### src/csbc_pkg.sv
// Package for the per-chip-select burst configuration block.
// Assumes a single 100 MHz system clock domain; no register bus.
package csbc_pkg;

  localparam int unsigned CSBC_CLK_MHZ = 100;
  localparam int unsigned CSBC_ADDR_W = 24;
  localparam int unsigned CSBC_DATA_W = 32;

  // Field widths and reset values
  localparam int unsigned CSBC_DLY_W = 4;
  localparam int unsigned CSBC_GAP_W = 2;
  localparam logic [CSBC_DLY_W-1:0] CSBC_DLY_RST = 4'h0;
  localparam logic [CSBC_GAP_W-1:0] CSBC_GAP_RST = 2'h0;
  localparam logic [1:0] CSBC_PAGE_RST = 2'h0;
  localparam logic [1:0] CSBC_PORT_RST = 2'h0;
  localparam logic [2:0] CSBC_ASD_RST = 3'h0;

  // Page words are 4 << code
  localparam int unsigned CSBC_PAGE_BASE_LOG2 = 2;
  // Port width codes: 0 byte, 1 halfword, 2/3 word
  localparam logic [1:0] CSBC_PORT_HALF = 2'h1;
  localparam logic [1:0] CSBC_PORT_WORD = 2'h2;

  localparam logic [CSBC_DLY_W-1:0] CSBC_DLY_ONE = 4'h1;
  localparam logic [4:0] CSBC_CNT_ONE = 5'h01;
  localparam logic [4:0] CSBC_CNT_ZERO = 5'h00;
  localparam logic [7:0] CSBC_LEN_ONE = 8'h01;

  // Configuration latched per chip select
  typedef struct packed {
    logic page_emulation_enable;
    logic sync_burst_enable;
    logic [CSBC_DLY_W-1:0] read_sample_delay;
    logic [CSBC_GAP_W-1:0] cs_min_negate_cycles;
    logic [1:0] burst_page_words;
    logic [1:0] port_width_select;
    logic [2:0] cs_assert_delay;
  } csbc_cfg_t;

  typedef struct packed {
    logic start;
    logic write;
    logic [CSBC_ADDR_W-1:0] addr;
    logic [7:0] len;
  } csbc_req_t;

  // Gray coded along idle -> addr -> wait -> data -> negate
  typedef enum logic [2:0] {
    CSBC_IDLE = 3'h0,
    CSBC_ADDR = 3'h1,
    CSBC_WAIT = 3'h3,
    CSBC_DATA = 3'h2,
    CSBC_NEG = 3'h6
  } csbc_state_t;

endpackage

### src/csbc_chip_select_burst_config.sv
// Burst sequencing for one chip select: address/strobe/clock generation,
// read sampling delay, page limit and chip select negation spacing.
// Assumes config ports are static during an access and the requester
// holds a request until accepted.
// Functional notes
// Page emulation drives a new external address for every burst item.
// Page emulation makes strobe and burst clock behave like asynchronous access.
// Reset clears page emulation enable.
// Sync burst enable 1 uses burst clock, strobe and wait; 0 disables.
// Reset clears sync burst enable.
// Wait read_sample_delay cycles before latching burst data; 0 and 1 mean one.
// Sample delay has no effect when sync burst is off.
// Reset clears sample delay to one-cycle sampling.
// Chip select stays negated at least 0..3 cycles per negation field.
// Negation minimum ignored for writes when any assert-delay bit set.
// With page emulation a burst never crosses a page boundary.
// Reset clears the page size field.
// Page size codes 00..11 give 4, 8, 16, 32 words.
// With sync off the burst clock is idle and strobe is asynchronous.
`timescale 1ns/1ps
`default_nettype none
module csbc_chip_select_burst_config
  import csbc_pkg::*;
#(
  parameter int unsigned ADDR_W = CSBC_ADDR_W,
  parameter int unsigned DATA_W = CSBC_DATA_W
) (
  // Clock and reset
  input wire logic clk,
  input wire logic rstn,
  // Configuration, loaded while cfg_load is high and the block is idle
  input wire logic cfg_load,
  input wire csbc_cfg_t cfg_in,
  // Access request from the bus side
  input wire csbc_req_t req,
  output logic req_ready,
  output logic [7:0] done_len,
  output logic done,
  // Read data returned
  output logic [DATA_W-1:0] rd_data,
  output logic rd_valid,
  // External memory pins
  input wire logic [DATA_W-1:0] mem_data_in,
  input wire logic burst_wait_input,
  output logic [ADDR_W-1:0] mem_addr,
  output logic cs_n,
  output logic address_valid_strobe_n,
  output logic burst_clk
);

  typedef struct packed {
    csbc_cfg_t cfg;
    csbc_state_t st;
    logic [ADDR_W-1:0] addr;
    logic [7:0] left;
    logic [7:0] cnt_done;
    logic [4:0] cnt;
    logic write;
    logic [DATA_W-1:0] d1;
    logic [DATA_W-1:0] d2;
    logic w1;
    logic w2;
    logic [DATA_W-1:0] rdata;
    logic rvalid;
    logic ready;
    logic done;
    logic [7:0] done_len;
    logic cs_n;
    logic avs_n;
    logic bclk;
  } csbc_s_t;

  csbc_s_t s_q, s_d;

  // Words to the end of the page from a given byte address
  function automatic logic [7:0] page_room(input logic [ADDR_W-1:0] a,
                                           input logic [1:0] pcode,
                                           input logic [1:0] pwid);
    logic [ADDR_W-1:0] w;
    logic [5:0] pw;
    logic [5:0] off;
    begin
      w = (pwid == CSBC_PORT_HALF) ? (a >> 1) : (pwid >= CSBC_PORT_WORD) ? (a >> 2) : a;
      pw = 6'(1 << (CSBC_PAGE_BASE_LOG2 + 32'(pcode)));
      off = 6'(w) & 6'(pw - 6'h01);
      page_room = 8'(pw - off);
    end
  endfunction

  function automatic logic [ADDR_W-1:0] step(input logic [1:0] pwid);
    begin
      step = (pwid == CSBC_PORT_HALF) ? ADDR_W'(2) :
             (pwid >= CSBC_PORT_WORD) ? ADDR_W'(4) : ADDR_W'(1);
    end
  endfunction

  logic [4:0] sample_cycles;
  logic [4:0] neg_cycles;
  logic [7:0] room;

  always_comb begin
    s_d = s_q;
    s_d.done = 1'b0;
    s_d.rvalid = 1'b0;
    // Pin synchronisers; burst_wait and data are from outside the domain
    s_d.d1 = mem_data_in;
    s_d.d2 = s_q.d1;
    s_d.w1 = burst_wait_input;
    s_d.w2 = s_q.w1;
    // Codes 0 and 1 both mean one cycle; ignored when sync off
    if (s_q.cfg.sync_burst_enable && s_q.cfg.read_sample_delay > CSBC_DLY_ONE) begin
      sample_cycles = 5'(s_q.cfg.read_sample_delay);
    end else begin
      sample_cycles = CSBC_CNT_ONE;
    end
    // Writes with assert delay skip the negation spacing
    if (s_q.write && (s_q.cfg.cs_assert_delay != CSBC_ASD_RST)) begin
      neg_cycles = CSBC_CNT_ZERO;
    end else begin
      neg_cycles = 5'(s_q.cfg.cs_min_negate_cycles);
    end
    room = page_room(req.addr, s_q.cfg.burst_page_words, s_q.cfg.port_width_select);
    if (cfg_load && s_q.st == CSBC_IDLE) begin
      s_d.cfg = cfg_in;
    end
    case (s_q.st)
      CSBC_IDLE: begin
        s_d.ready = 1'b1;
        s_d.bclk = 1'b0;
        if (req.start && s_q.ready) begin
          s_d.ready = 1'b0;
          s_d.addr = req.addr;
          s_d.write = req.write;
          s_d.left = (req.len == 8'h00) ? CSBC_LEN_ONE : req.len;
          // Trim the burst at the page end
          if (s_q.cfg.page_emulation_enable && req.len > room) begin
            s_d.left = room;
          end
          s_d.cnt_done = 8'h00;
          s_d.cs_n = 1'b0;
          s_d.avs_n = 1'b0;
          s_d.cnt = sample_cycles;
          s_d.st = CSBC_ADDR;
        end
      end
      CSBC_ADDR: begin
        // Strobe is one cycle wide, as in an asynchronous access
        s_d.avs_n = 1'b1;
        s_d.st = CSBC_WAIT;
      end
      CSBC_WAIT: begin
        // Burst clock toggles only in true sync burst
        if (s_q.cfg.sync_burst_enable && !s_q.cfg.page_emulation_enable) begin
          s_d.bclk = ~s_q.bclk;
        end else begin
          s_d.bclk = 1'b0;
        end
        // Device wait stalls the count in sync mode only
        if (!(s_q.cfg.sync_burst_enable && s_q.w2)) begin
          if (s_q.cnt > CSBC_CNT_ONE) begin
            s_d.cnt = s_q.cnt - CSBC_CNT_ONE;
          end else begin
            s_d.st = CSBC_DATA;
          end
        end
      end
      CSBC_DATA: begin
        s_d.rdata = s_q.d2;
        s_d.rvalid = !s_q.write;
        s_d.left = s_q.left - CSBC_LEN_ONE;
        s_d.cnt_done = s_q.cnt_done + CSBC_LEN_ONE;
        s_d.cnt = sample_cycles;
        if (s_q.left == CSBC_LEN_ONE) begin
          s_d.cs_n = 1'b1;
          s_d.bclk = 1'b0;
          s_d.cnt = neg_cycles;
          s_d.st = CSBC_NEG;
        end else if (s_q.cfg.page_emulation_enable || !s_q.cfg.sync_burst_enable) begin
          // Fresh address and strobe per item
          s_d.addr = s_q.addr + step(s_q.cfg.port_width_select);
          s_d.avs_n = 1'b0;
          s_d.st = CSBC_ADDR;
        end else begin
          s_d.addr = s_q.addr + step(s_q.cfg.port_width_select);
          // One extra cycle so the synchroniser holds data of the new address
          s_d.cnt = sample_cycles + CSBC_CNT_ONE;
          s_d.st = CSBC_WAIT;
        end
      end
      CSBC_NEG: begin
        if (s_q.cnt == CSBC_CNT_ZERO) begin
          s_d.done = 1'b1;
          s_d.done_len = s_q.cnt_done;
          s_d.ready = 1'b1;
          s_d.st = CSBC_IDLE;
        end else begin
          s_d.cnt = s_q.cnt - CSBC_CNT_ONE;
        end
      end
      default: begin
        s_d.st = CSBC_IDLE;
      end
    endcase
  end

  always_ff @(posedge clk or negedge rstn) begin
    if (!rstn) begin
      s_q <= '0;
      s_q.cfg.page_emulation_enable <= 1'b0;
      s_q.cfg.sync_burst_enable <= 1'b0;
      s_q.cfg.read_sample_delay <= CSBC_DLY_RST;
      s_q.cfg.cs_min_negate_cycles <= CSBC_GAP_RST;
      s_q.cfg.burst_page_words <= CSBC_PAGE_RST;
      s_q.cfg.port_width_select <= CSBC_PORT_RST;
      s_q.cfg.cs_assert_delay <= CSBC_ASD_RST;
      s_q.st <= CSBC_IDLE;
      s_q.cs_n <= 1'b1;
      s_q.avs_n <= 1'b1;
    end else begin
      s_q <= s_d;
    end
  end

  assign req_ready = s_q.ready;
  assign done = s_q.done;
  assign done_len = s_q.done_len;
  assign rd_data = s_q.rdata;
  assign rd_valid = s_q.rvalid;
  assign mem_addr = s_q.addr;
  assign cs_n = s_q.cs_n;
  assign address_valid_strobe_n = s_q.avs_n;
  assign burst_clk = s_q.bclk;

endmodule
`default_nettype wire

### config.mk
export PLATFORM = sky130hd
export DESIGN_NAME = csbc_chip_select_burst_config
export DESIGN_NICKNAME = d
export VERILOG_FILES = /design/src/csbc_pkg.sv /design/src/csbc_chip_select_burst_config.sv
export SDC_FILE = /design/constraint.sdc
export NUM_CORES = 1
export LEC_CHECK = 0
export BUFFER_PORTS_ARGS = -buffer_cell sky130_fd_sc_hd__buf_2
export CAP_MARGIN = 15
export CORE_ASPECT_RATIO = 0.6
export CORE_MARGIN = 5
export CORE_UTILIZATION = 40
export DETAILED_ROUTE_END_ITERATION = 6
export GPL_TIMING_DRIVEN = 0
export SYNTH_ARGS = -nofsm -noshare
export SYNTH_HDL_FRONTEND = slang
export SYNTH_SLANG_ARGS = --single-unit
export TNS_END_PERCENT = 10
### constraint.sdc
create_clock -name clk -period 6.1 [get_ports clk]
set_input_delay 0.915 -clock clk [delete_from_list [all_inputs] [get_ports clk]]
set_output_delay 0.915 -clock clk [all_outputs]
set_load 0.01 [all_outputs]
==> metrics <==
vias post-DR=6622; Post-Route WL=about 22000 um; first-pass GRT wire length=34800 um; Critical Path Sink Type=flip-flop; largest net degree at the start of global routing=109; Hold-fix buffers, CTS=0; asr flop ratio synth=1.00; Hold Startpoint=s_d[56]$_DFF_PN0_; Leakage=4.92 nW; count of final setup violators=0; Die Ht=122 um; placer congestion estimate=approximately 0.9; Final Skew=roughly 0.0095 ns; Die ar.=23800 sq um; Initial Utilization=0.411; Num CTS Buffers=17; post-DP HPWL=15800 um; Max FO, Critical Path=10; most frequent cells in the layout=nand2_1 (178), dfrtp_1 (174), buf_2 (156), buf_4 (64), a21oi_1 (57); vias in the first global route=6270; post-CTS sizing=0; worst slew pin tran=between 1 and 1.5 ns; final hold slack=0.348 ns; area grow syn2layout=21.3%; Filler cells=1947; worst min path class=flip-flop to flip-flop; top_reg_cell synth=dfrtp_1; clock buffer depth=2; Avg Inst Size Synth=9.77 sq um; ANT cells=0; layout cells sized above 1=0.275; grt ovf=0; Yosys reg bits=176; core area=20200 sq um; total power=0.00547 W; max-cap viol count=0; Worst Slack Setup Final=1.78 ns; clock period minus worst slack=4.32 ns; sequential share of the synthesized area=0.531; setup repair bufs after CTS=0; Fin Setup TNS=0 ns; Final Cell Area=10100 sq um; fmax=around 0.23 GHz; result of the run=complete, no violations; number of port buffers=154; initial drt markers=539; most common cell after layout, fill and taps aside=nand2_1; num rows=40; Power Density=between 500 and 600 nW/um^2; post-DR wirelength/cell=16.5 um; Seq. cell area=4410 sq um; Synth warnings=0; Pre-antenna DRT Iters=5; CTS H-Tree Depth=4; clk_lat worst skew=0.44 ns; Final Hold Vio Count=0; Worst R2R Start=s_q[166]$_DFFE_PN0P_; number of synthesized flops with an enable pin=0; RSZ-0062 raised after global routing=false; Horiz. Die Dim=196 um; CP required=6.39 ns; CTS tree=done; # DRC=0; clock root cell=clkbuf_16; kind of critical path=flip-flop to flip-flop; area of the multi-input gates=roughly 3200 sq um; Place WS=about 1.3 ns; drt via density=around 5.1; Synth Cell Area=8300 sq um; worst vdd ir=0.253 mV; syn nets=962; initial antenna violation count=0; R2R setup slack=1.78 ns; Startpoint Class=flip-flop; Max Slew Vio Count=0; All-Layer GR Usage=0.186; Max-slew headroom=0.323; post-route ant nets=0; synth unique cells=between 70 and 80; clk slew on worst S/H paths=approximately 0.07 ns; CP arrival=4.61 ns; cell count after synthesis=850; period utilisation layout=0.708; Final nets=between 1000 and 1500; Critical Path Start=s_q[166]$_DFFE_PN0P_; post-place instance area=9450 sq um; I/O Pins=~160; Clock Sinks=around 180
-- synthesized netlist by cell type (all sizes together) (4+ instances only) --
master  instances  share of area
xnor2           7         0.0074
o21a            4         0.0036
o22ai           5         0.0038
clkbuf         29          0.013
a31oi          15          0.011
buf            73          0.063
inv            23          0.010
nand2         178          0.080
o21ai          49          0.030
nor2b           6         0.0045
nor2           42          0.019
o221ai          4         0.0050
nor3           15         0.0096
nand4          10         0.0075
xor2            4         0.0042
a21oi          58          0.035
a21o            5         0.0045
mux2           16          0.022
mux2i          10          0.012
o221a           4         0.0054
nand3          28          0.017
ha             26          0.039
and3            4         0.0036
dfrtp         174           0.52
-- power breakdown --
group | internal [W] | total [W] | switching [W]
logic | 0.00108 | 0.00251 | 0.00143
clock network | 0.000664 | 0.00115 | 0.000486
registers | 0.00151 | 0.00181 | 0.000302
-- final timing paths --
kind,endpoint,depth (start not counted)
worst min register to register,s_q[56]$_DFF_PN0_,0
worst max-delay path,s_q[127]$_DFFE_PN0P_,16
min in group asynchronous,s_d[73]$_DFF_PN0_,1
worst max register to register,s_q[127]$_DFFE_PN0P_,16
max in group asynchronous,mem_addr[4]$_DFFE_PN0P_,2
worst min-delay path,s_q[56]$_DFF_PN0_,0
-- critical path, cell delays in order (launching register included) --
cell and delay (ns):
dfrtp_1 0.44, inv_1 0.13, ha_1 0.22, nand2_1 0.14
ha_1 0.19, or3b_1 0.37, and3_4 0.17, a311o_1 0.36
a211oi_2 0.38, inv_2 0.10, ha_1 0.31, nand4_1 0.12
o21bai_1 0.17, a21oi_1 0.18, buf_1 0.44, mux2i_1 0.32
o221ai_1 0.13
-- through the flow --
step                      cells   util
after CTS                  1310  0.498
after floorplan             850      -
after detailed placement   1278  0.467
after global placement     1277  0.466
final                      1310  0.498
after global routing       1310  0.498
-- state kept, by name, summed over array words and instances (netlist names) --
signal / flops
address_valid_strobe_n: 1
done_len: 8
rd_data: 32
s_d: 33
done: 1
mem_addr: 24
req_ready: 1
cs_n: 1
rd_valid: 1
s_q: 73
burst_clk: 1
-- kinds of logic after synthesis --
group	count (synthesis)	share of synthesized area
simple gates	309	0.164
mux	26	0.0338
flops	176	0.531
fa+ha+maj	28	0.0428
compound gates	174	0.129
xor+xnor	11	0.0116
buf+inv	126	0.0873
-- final cells by class --
cell class,count,share of cell area
well taps,273,0.0339
clock inverters,14,0.0178
clock buffers,18,0.0436
repair buffers,155,0.0803
multi-input cells,548,0.315
plain buffers,102,0.0630
flip-flops and latches,176,0.438
inverters,24,0.00895
-- metal layers --
| metal | up-vias | track usage | wire length [um] |
|---|---|---|---|
| li1 | 3208 | - | - |
| met1 | 3136 | 0.293 | 10700 |
| met2 | 258 | 0.253 | 8740 |
| met3 | 20 | 0.0533 | 1980 |
| met4 | 0 | 0.0388 | 206 |
| met5 | - | 0 | 0 |
Power figures use the tool's default switching activity.
